--- config.mk ---
export PLATFORM = sky130hd
export DESIGN_NAME = option_byte_config_decoder
export DESIGN_NICKNAME = d
export VERILOG_FILES = /design/src/rtl/opt_cfg_pkg.sv /design/src/rtl/option_byte_config_decoder.sv /design/src/rtl/reset_delay_counter.sv /design/src/rtl/erase_sequencer.sv
export SDC_FILE = /design/constraint.sdc
export NUM_CORES = 1
export LEC_CHECK = 0
export ABC_AREA = 0
export BUFFER_PORTS_ARGS = -buffer_cell sky130_fd_sc_hd__buf_2
export CAP_MARGIN = 15
export CORE_MARGIN = 2
export CORE_UTILIZATION = 55
export DETAILED_ROUTE_END_ITERATION = 7
export GPL_ROUTABILITY_DRIVEN = 0
export PLACE_DENSITY = 0.85
export SETUP_SLACK_MARGIN = 0.02
export SYNTH_ARGS = -nofsm -noshare
export SYNTH_HDL_FRONTEND = slang
export SYNTH_SLANG_ARGS = --single-unit
--- constraint.sdc ---
create_clock -name i_sys_clk -period 5.3 [get_ports i_sys_clk]
set_clock_uncertainty 0.2 [all_clocks]
set_input_delay 1.06 -clock i_sys_clk [delete_from_list [all_inputs] [get_ports i_sys_clk]]
set_output_delay 1.06 -clock i_sys_clk [all_outputs]
set_load 0.05 [all_outputs]
--- src/rtl/opt_cfg_pkg.sv ---
// Package: option byte layout, reset values, register map and timing counts.
package opt_cfg_pkg;
    localparam logic [7:0] OPT_ERASED          = 8'hFF;
    localparam int         HALT_RST_BIT        = 7;
    localparam int         WDG_TYPE_BIT        = 6;
    localparam int         CLK_SRC_BIT         = 5;
    localparam int         VD_HI_BIT           = 4;
    localparam int         VD_LO_BIT           = 3;
    localparam int         RST_CYC_BIT         = 2;
    localparam int         HALVE_BIT           = 1;
    localparam int         PROTECT_BIT         = 0;
    localparam int         PKG_HI_BIT          = 7;
    localparam int         PKG_LO_BIT          = 5;
    localparam int         MOTOR_HI_BIT        = 1;
    localparam int         MOTOR_LO_BIT        = 0;
    localparam logic [1:0] VD_BOTH_ON          = 2'h0;
    localparam logic [1:0] VD_LOW_ONLY         = 2'h1;
    localparam logic [1:0] VD_BOTH_OFF         = 2'h2;
    localparam logic [1:0] MOTOR_HIZ_A         = 2'h0;
    localparam logic [1:0] MOTOR_LOW           = 2'h1;
    localparam logic [1:0] MOTOR_HIGH          = 2'h2;
    localparam logic [1:0] MOTOR_HIZ_B         = 2'h3;
    localparam int         RST_CYC_LONG        = 4096;
    localparam int         RST_CYC_SHORT       = 256;
    localparam logic [3:0] ADDR_OPT0           = 4'h0;
    localparam logic [3:0] ADDR_OPT1           = 4'h4;
    localparam logic [3:0] ADDR_CTRL           = 4'h8;
    localparam logic [3:0] ADDR_STATUS         = 4'hC;
    localparam int         CTRL_PROG_BIT       = 0;
    localparam int         CTRL_ERASE_BIT      = 1;
    localparam int         ERASE_CYCLES        = 16;
    typedef enum logic [1:0] {PKG32, PKG44, PKG56, PKG64_80} unused_t;
endpackage

--- src/rtl/option_byte_config_decoder.sv ---
// Option byte store, decoder and Avalon-MM programming access.
//
// Notes on behaviour
// - Option byte 0 bit 7 set makes halt entry with the watchdog active generate a reset.
// - Option byte 0 bit 6 clear gives an always-on hardware watchdog, set gives a software-enabled one.
// - Option byte 0 bit 5 clear selects the PLL clock, set selects the oscillator clock.
// - Option byte 0 bits 4:3 enable both detectors (00), low-voltage only (01), none (10), 11 undefined.
// - Option byte 0 bit 2 selects a 4096 (clear) or 256 (set) cycle reset and halt-exit delay.
// - With the PLL clock selected the delay is forced to 4096 cycles.
// - Option byte 0 bit 1 clear enables the input halving divider, set bypasses it.
// - Option byte 0 bit 0 clear protects user flash from reads and writes in test and programming modes.
// - Erasing option bytes while protected first erases all user memory.
// - Option byte 1 bits 7:5 select package 32/44/56/64 pin, or 80 pin for any 1xx code.
// - Option byte 1 bits 1:0 give motor outputs under reset hi-Z, low, high, hi-Z.
// - Erased option bytes read all ones so every option defaults to one.
// - Option bytes are reachable only while programming mode is active.
//
// Our own choices: the placing of the registers and the Avalon-MM interface to the registers.
`timescale 1ns/1ps
module option_byte_config_decoder
    import opt_cfg_pkg::*;
#(
    parameter int LONG_CYCLES  = RST_CYC_LONG,
    parameter int SHORT_CYCLES = RST_CYC_SHORT
) (
    input  wire logic        i_sys_clk,
    input  wire logic        i_rst,
    input  wire logic [3:0]  i_avs_address,
    input  wire logic        i_avs_read,
    input  wire logic        i_avs_write,
    input  wire logic [31:0] i_avs_writedata,
    input  wire logic [3:0]  i_avs_byteenable,
    output logic [31:0]      o_avs_readdata,
    output logic             o_avs_waitrequest,
    input  wire logic        i_test_mode,
    input  wire logic        i_halt_entry,
    input  wire logic        i_halt_exit,
    output logic             o_halt_reset_when_watchdog,
    output logic             o_watchdog_hw_always_on,
    output logic             o_clock_source_select,
    output logic             o_low_voltage_detector,
    output logic             o_aux_voltage_detector,
    output logic             o_reset_cycle_long,
    output logic             o_input_halving_divider,
    output logic             o_readout_protect,
    output logic [2:0]       o_package_select,
    output logic [4:0]       o_package_onehot,
    output logic             o_motor_out,
    output logic             o_motor_oe,
    output logic             o_user_erase,
    output logic             o_user_access_block,
    output logic             o_reset_phase
);
    // Non-volatile content survives i_rst; it starts out erased
    logic [7:0]  nv0_q = OPT_ERASED;
    logic [7:0]  nv1_q = OPT_ERASED;
    logic [7:0]  opt0_q, opt1_q;
    logic        prog_q;
    logic        erase_req_q;
    logic        ack_q;
    logic [31:0] rdata_q;
    logic        er_done;
    logic        er_busy;
    logic        dly_busy;

    // Avalon slave: one wait state, answer on the second edge of the request
    wire req      = i_avs_read | i_avs_write;
    wire hit_opt0 = (i_avs_address == ADDR_OPT0);
    wire hit_opt1 = (i_avs_address == ADDR_OPT1);
    wire hit_ctrl = (i_avs_address == ADDR_CTRL);
    wire hit_stat = (i_avs_address == ADDR_STATUS);
    wire take     = req & ack_q;
    wire wr_take  = take & i_avs_write & i_avs_byteenable[0];
    wire nv_open  = prog_q & ~er_busy;
    wire wr_opt0  = wr_take & hit_opt0 & nv_open;
    wire wr_opt1  = wr_take & hit_opt1 & nv_open;
    wire wr_ctrl  = wr_take & hit_ctrl;
    wire erase_go = wr_ctrl & i_avs_writedata[CTRL_ERASE_BIT] & prog_q & ~er_busy;

    wire [31:0] rd_mux =
        (hit_opt0 & prog_q) ? {24'h000000, nv0_q} :
        (hit_opt1 & prog_q) ? {24'h000000, nv1_q} :
        hit_ctrl            ? {30'h00000000, erase_req_q, prog_q} :
        hit_stat            ? {28'h0000000, dly_busy, o_readout_protect, er_busy, prog_q} :
                              32'h00000000;

    assign o_avs_waitrequest = req & ~ack_q;
    assign o_avs_readdata    = rdata_q;

    always_ff @(posedge i_sys_clk) begin
        if (i_rst) begin
            ack_q   <= 1'b0;
            rdata_q <= 32'h00000000;
        end else begin
            ack_q   <= req & ~ack_q;
            if (req & ~ack_q & i_avs_read)
                rdata_q <= rd_mux;
        end
    end

    always_ff @(posedge i_sys_clk) begin
        if (i_rst) begin
            prog_q      <= 1'b0;
            erase_req_q <= 1'b0;
        end else begin
            if (wr_ctrl)
                prog_q <= i_avs_writedata[CTRL_PROG_BIT];
            if (erase_go)
                erase_req_q <= 1'b1;
            else if (er_done)
                erase_req_q <= 1'b0;
        end
    end

    always_ff @(posedge i_sys_clk) begin
        if (er_done) begin
            nv0_q <= OPT_ERASED;
            nv1_q <= OPT_ERASED;
        end else begin
            if (wr_opt0)
                nv0_q <= i_avs_writedata[7:0];
            if (wr_opt1)
                nv1_q <= i_avs_writedata[7:0];
        end
    end

    erase_sequencer u_erase (
        .i_sys_clk    (i_sys_clk),
        .i_rst        (i_rst),
        .i_req        (erase_go),
        .i_protected  (~opt0_q[PROTECT_BIT]),
        .o_user_erase (o_user_erase),
        .o_done       (er_done)
    );
    assign er_busy = erase_req_q;

    // Options are sampled while reset is held and frozen afterwards
    always_ff @(posedge i_sys_clk) begin
        if (i_rst) begin
            opt0_q <= nv0_q;
            opt1_q <= nv1_q;
        end
    end

    wire [1:0] vd_code  = opt0_q[VD_HI_BIT:VD_LO_BIT];
    wire [1:0] mot_code = opt1_q[MOTOR_HI_BIT:MOTOR_LO_BIT];
    wire       pll_sel  = ~opt0_q[CLK_SRC_BIT];
    wire       long_dly = ~opt0_q[RST_CYC_BIT] | pll_sel;

    assign o_halt_reset_when_watchdog = opt0_q[HALT_RST_BIT];
    assign o_watchdog_hw_always_on    = ~opt0_q[WDG_TYPE_BIT];
    assign o_clock_source_select      = opt0_q[CLK_SRC_BIT];
    // Code 11 is undefined; it is treated as both off, the safe reading
    assign o_low_voltage_detector     = (vd_code == VD_BOTH_ON) | (vd_code == VD_LOW_ONLY);
    assign o_aux_voltage_detector     = (vd_code == VD_BOTH_ON);
    assign o_reset_cycle_long         = long_dly;
    assign o_input_halving_divider    = ~opt0_q[HALVE_BIT];
    assign o_readout_protect          = ~opt0_q[PROTECT_BIT];
    assign o_user_access_block        = o_readout_protect & (i_test_mode | prog_q);
    assign o_package_select           = opt1_q[PKG_HI_BIT:PKG_LO_BIT];
    assign o_package_onehot           = opt1_q[PKG_HI_BIT] ? 5'h10 :
                                        (5'h01 << opt1_q[PKG_HI_BIT-1:PKG_LO_BIT]);
    wire   mot_drive                  = (mot_code == MOTOR_LOW) | (mot_code == MOTOR_HIGH);
    assign o_motor_oe                 = (i_rst | o_reset_phase) & mot_drive;
    assign o_motor_out                = (mot_code == MOTOR_HIGH);

    // Reset itself loads the delay; only halt exit has to restart it
    wire dly_start = i_halt_exit;
    reset_delay_counter #(
        .LONG_CYCLES  (LONG_CYCLES),
        .SHORT_CYCLES (SHORT_CYCLES)
    ) u_delay (
        .i_sys_clk (i_sys_clk),
        .i_rst     (i_rst),
        .i_start   (dly_start),
        .i_long    (long_dly),
        .o_busy    (dly_busy)
    );
    assign o_reset_phase = dly_busy;

    // Checks
    ack_one_wait_a: assert property (@(posedge i_sys_clk) disable iff (i_rst)
        $rose(req) |-> o_avs_waitrequest ##1 !o_avs_waitrequest)
        else $error("waitrequest did not drop after one cycle");
    prog_gate_a: assert property (@(posedge i_sys_clk) disable iff (i_rst)
        (!prog_q && !er_done) |=> $stable(nv0_q) && $stable(nv1_q))
        else $error("option byte changed outside programming");
    hold_opts_a: assert property (@(posedge i_sys_clk) disable iff (i_rst)
        ##1 $stable(opt0_q) && $stable(opt1_q))
        else $error("latched options changed during operation");
    pll_forces_long_a: assert property (@(posedge i_sys_clk) disable iff (i_rst)
        pll_sel |-> o_reset_cycle_long)
        else $error("PLL selected without long delay");
    wipe_before_clear_a: assert property (@(posedge i_sys_clk) disable iff (i_rst)
        (erase_go && o_readout_protect) |=> o_user_erase[*8])
        else $error("user memory not wiped before option erase");
    erased_after_a: assert property (@(posedge i_sys_clk) disable iff (i_rst)
        er_done |=> nv0_q == OPT_ERASED && nv1_q == OPT_ERASED)
        else $error("options not all ones after erase");
    short_delay_a: assert property (@(posedge i_sys_clk) disable iff (i_rst)
        (i_halt_exit && !long_dly) |=> dly_busy [*8] ##[1:250] !dly_busy)
        else $error("short delay length wrong");
    aux_needs_low_a: assert property (@(posedge i_sys_clk) disable iff (i_rst)
        o_aux_voltage_detector |-> o_low_voltage_detector)
        else $error("aux detector on without low-voltage detector");
    pkg80_a: assert property (@(posedge i_sys_clk) disable iff (i_rst)
        o_package_select[2] |-> o_package_onehot == 5'h10)
        else $error("80 pin package not selected");
    motor_hiz_a: assert property (@(posedge i_sys_clk) disable iff (i_rst)
        (mot_code == MOTOR_HIZ_A || mot_code == MOTOR_HIZ_B) |-> !o_motor_oe)
        else $error("motor output driven in hi-Z code");
    protect_block_a: assert property (@(posedge i_sys_clk) disable iff (i_rst)
        (o_readout_protect && i_test_mode) |-> o_user_access_block)
        else $error("protected flash left open in test mode");

    write_cov_c: cover property (@(posedge i_sys_clk) disable iff (i_rst) wr_opt0);
    erase_cov_c: cover property (@(posedge i_sys_clk) disable iff (i_rst) erase_go && o_readout_protect);
    halt_cov_c:  cover property (@(posedge i_sys_clk) disable iff (i_rst) i_halt_exit ##1 dly_busy);
endmodule // option_byte_config_decoder

--- src/rtl/reset_delay_counter.sv ---
// Reset phase and halt exit delay counter.
`timescale 1ns/1ps
module reset_delay_counter
    import opt_cfg_pkg::*;
#(
    parameter int LONG_CYCLES  = RST_CYC_LONG,
    parameter int SHORT_CYCLES = RST_CYC_SHORT
) (
    input  wire logic i_sys_clk,
    input  wire logic i_rst,
    input  wire logic i_start,
    input  wire logic i_long,
    output logic      o_busy
);
    initial begin
        if (SHORT_CYCLES < 1 || LONG_CYCLES < SHORT_CYCLES || LONG_CYCLES > 65535)
            $error("reset_delay_counter: bad cycle counts");
    end
    logic [15:0] cnt_q;
    wire  [15:0] load_val = i_long ? 16'(LONG_CYCLES) : 16'(SHORT_CYCLES);
    always_ff @(posedge i_sys_clk) begin
        // Held reset keeps the selected length loaded, so the phase counts from the release edge
        if (i_rst)
            cnt_q <= load_val;
        else if (i_start)
            cnt_q <= load_val;
        else if (cnt_q != 16'h0000)
            cnt_q <= cnt_q - 16'h0001;
    end
    assign o_busy = (cnt_q != 16'h0000);
endmodule // reset_delay_counter

--- src/rtl/erase_sequencer.sv ---
// Sequencer that wipes user memory, when protected, before option bytes may be erased.
`timescale 1ns/1ps
module erase_sequencer
    import opt_cfg_pkg::*;
#(
    parameter int CYCLES = ERASE_CYCLES
) (
    input  wire logic i_sys_clk,
    input  wire logic i_rst,
    input  wire logic i_req,
    input  wire logic i_protected,
    output logic      o_user_erase,
    output logic      o_done
);
    typedef enum {IDLE, WIPE, FINISH} er_state_t;
    er_state_t   st_q;
    logic [7:0]  cnt_q;
    initial begin
        if (CYCLES < 1 || CYCLES > 255)
            $error("erase_sequencer: bad cycle count");
    end
    always_ff @(posedge i_sys_clk) begin
        if (i_rst) begin
            st_q  <= IDLE;
            cnt_q <= 8'h00;
        end else begin
            case (st_q)
                IDLE: if (i_req) begin
                    st_q  <= i_protected ? WIPE : FINISH;
                    cnt_q <= 8'(CYCLES);
                end
                WIPE: begin
                    cnt_q <= cnt_q - 8'h01;
                    if (cnt_q == 8'h01)
                        st_q <= FINISH;
                end
                FINISH: st_q <= IDLE;
                default: st_q <= IDLE;
            endcase
        end
    end
    assign o_user_erase = (st_q == WIPE);
    assign o_done       = (st_q == FINISH);
endmodule // erase_sequencer

==> results.py <==
metrics = {
    "routing": {
        "drtAntennaViolNets": 0,
        "drcViolationCount": 0,
        "routed_wl_mm": 6.51,
        "vias": 2427,
        "drt-vias-per-instance": 5.45,
        "dr.pass1.iters": 4,
        "dr.first_iter.drc_count": 158,
        "avgRoutedWirePerCell_um": 14.6,
    },
    "yosys": {
        "synthTopCellsByArea": "edfxtp_1 27%, dfxtp_1 23%, mux2i_1 7.4%, buf_4 6.5%, nor2_1 4.2%",
        "synth_largest_area_cell": "edfxtp_1",
        "ys_warn_count": 0,
        "syn_inst": 324,
        "synth_common_cells": "37 x dfxtp_1, 36 x nor2_1, 30 x nand2_1",
        "syn_avg_cell_area_um2": 9.97,
        "synthFlopType": "dfxtp_1",
        "synth_edf_count": 29,
        "synthesis.area_um2": 3230,
        "ys_seq_elements": 66,
        "asyncSetResetFlopFracSynth_pct": 0,
        "synth.top_cell.area_share_pct": 26.9,
        "yosysSeqAreaShare_pct": 49.9,
        "synth_most_common_cell": "dfxtp_1",
        "ys_types": 46,
    },
    "place": {
        "placed_cells": 429,
        "post-dp-hpwl_mm": 4.48,
        "port_buffers": 48,
    },
    "timing": {
        "fin_crit_sh_pct": 71.1,
        "final-setup-viol-count": 0,
        "rsz0062_at_grt": "no",
        "hold_violations": 0,
        "finalMaxSlewViolations": 0,
        "whs_ns": 0.262,
        "setup-tns-final_ns": 0,
        "worstMarginPinSlew_ns": 0.986,
        "max-slew-margin-rel_pct": 33.7,
        "layout_min_cycle_time_ns": 3.77,
        "fmax_mhz": 265,
    },
    "critical_path": {
        "cp_top_family": "simple AND/OR/NAND/NOR gates",
        "r2r_cells": 4,
        "path_class": "reg2out",
        "crit_fanout": 7,
        "end_kind": "output pin",
        "path_depth": 5,
        "cp.arrival_ns": 2.51,
        "critPathLaunchType": "flop",
        "crit_required_ns": 4.04,
        "critPathBufInv": 1,
        "path_cells": "nor4_1 > nand2_1 > nor2_1 > a21oi_1 > buf_2",
        "crit_path_top_delay_cell": "nor4_1",
        "critical_path.max_stage_delay_ns": 0.87,
    },
    "clock_network": {
        "path_clk_slew_ns": 0.07,
        "ctsResizeCount": 0,
        "ctsRootBufferMaster": "clkbuf_8",
        "clk_path_buf_depth": 2,
        "cts_setup_buffers": 0,
        "htreeDepth": 3,
        "cts_tree": "built",
        "clk_latency_ns": 0.34,
        "numCtsBuffers": 9,
        "hold_buffers": 0,
        "numClockSinks": 66,
    },
    "floorplanning": {
        "die_x_um": 80.7,
        "die_y_um": 80.7,
        "start_util_pct": 58.0,
        "fp-row-count": 27,
        "die-area_um2": 6510,
        "fp.coreArea_um2": 5570,
        "ios": 101,
    },
    "cells_and_area": {
        "layout.area.seq_um2": 1610,
        "drive_above_1_share_pct": 19.6,
        "finalNonFillerCells": 445,
        "final_nets": 420,
        "n_antenna_cell": 0,
        "nFillCells": 443,
        "area_growth_pct": 11.8,
        "multiInputGateArea_um2": 1400,
    },
    "global_routing": {
        "grt_pass1_vias": 2229,
        "grt_pass1_wl_mm": 10.6,
        "grt_usage_pct": 21.8,
        "grt_start_max_net_pins": 31,
        "grt-ovfl-total": 0,
        "antenna_found_initial": 0,
    },
    "run_status": {
        "status": "complete, no violations",
    },
    "min_path": {
        "hp-class": "reg2reg",
        "hold-path-cell-count": 2,
    },
    "power": {
        "total_leakage_power_nw": 1.55,
        "power.density_nw_per_um2": 320,
        "peakVddDrop_uv": 201,
    },
    "job": {
        "maxCapViolations": 0,
    },
}
registers in the layout (all words and copies together) (netlist names):
signal / count
ack_q: 1
nv1_q: 8
u_delay.cnt_q: 16
er_busy: 1
prog_q: 1
o_avs_readdata: 8
u_erase.cnt_q: 8
opt0_q: 8
u_erase.st_q: 2
nv0_q: 8
opt1_q: 5
worst min-delay path: cells and delay by family (launching register included):
kind             cells  cell delay [ns]
flip-flops           1             0.31
AND/OR/NAND/NOR      1             0.05
AO/OA/AOI/OAI        1             0.05
area by class of cell:
type,count,share of cell area [%]
Multi-Input combinational cell,227,38.7
Tap cell,72,2.49
Inverter,15,1.56
Clock buffer,14,5.37
Sequential cell,66,44.6
Timing Repair Buffer,49,6.86
Clock inverter,2,0.450
logic make-up (layout without fill, tap and decap cells):
group,count (synthesis),count (layout),synth area share [%]
buffers and inverters,54,80,9.56
multiplexers,27,27,8.48
flip-flops,66,66,49.9
AO/OA/AOI/OAI,36,36,6.93
XOR/XNOR,11,11,2.98
other,1,24,0.116
AND/OR/NAND/NOR,124,124,20.1
adder cells (fa/ha/maj),5,5,1.94
cell usage in the layout, fill, tap and decap left out, types with 3 or more instances in the layout:
cell and instances:
a21boi_0 3, a21oi_1 15, buf_2 48, clkbuf_8 12, conb_1 24, dfxtp_1 37, edfxtp_1 29, ha_1 5
inv_1 15, mux2_2 3, mux2i_1 24, nand2_1 30, nand2b_1 5, nand3_1 4, nor2_1 36, nor3_1 9
nor3b_1 5, nor4_1 8, nor4b_1 4, o21ai_0 7, or3_1 5, or4_1 4, xnor2_1 6, xor2_1 5
routing by layer:
layer	wire [um]	vias to the layer above	GRT usage, %
met2	3160	80	35.3
met5	0	-	0
met4	111	0	10.0
met3	404	8	4.27
li1	-	1180	-
met1	2830	1159	28.0
through the flow:
stage          total power, mW  utilization (%)  cell area [um2]  worst slack (ns)
2_1_floorplan            0.713                -             3320              1.90
3_3_place_gp             0.729             61.1             3400              1.81
3_5_place_dp             0.734             61.1             3400              1.78
4_1_cts                   1.16             64.8             3610              1.55
5_1_grt                   1.20             64.8             3610              1.38
6_report                  1.16             64.8             3610              1.53
path summary, 6_finish.rpt:
path,endpoint,startpoint,slack (ns)
worst max register to register,u_delay.cnt_q[6],u_delay.cnt_q[5],2.41
worst min-delay path,o_avs_readdata[0],o_avs_readdata[0],0.26
worst min register to register,o_avs_readdata[0],o_avs_readdata[0],0.26
worst max-delay path,o_motor_oe,u_delay.cnt_q[5],1.53
power breakdown:
| part | switching [mW] | internal, mW |
|---|---|---|
| logic | 0.113 | 0.0476 |
| registers | 0.0180 | 0.547 |
| clock network | 0.194 | 0.238 |
(Power assumes the default switching activity.)
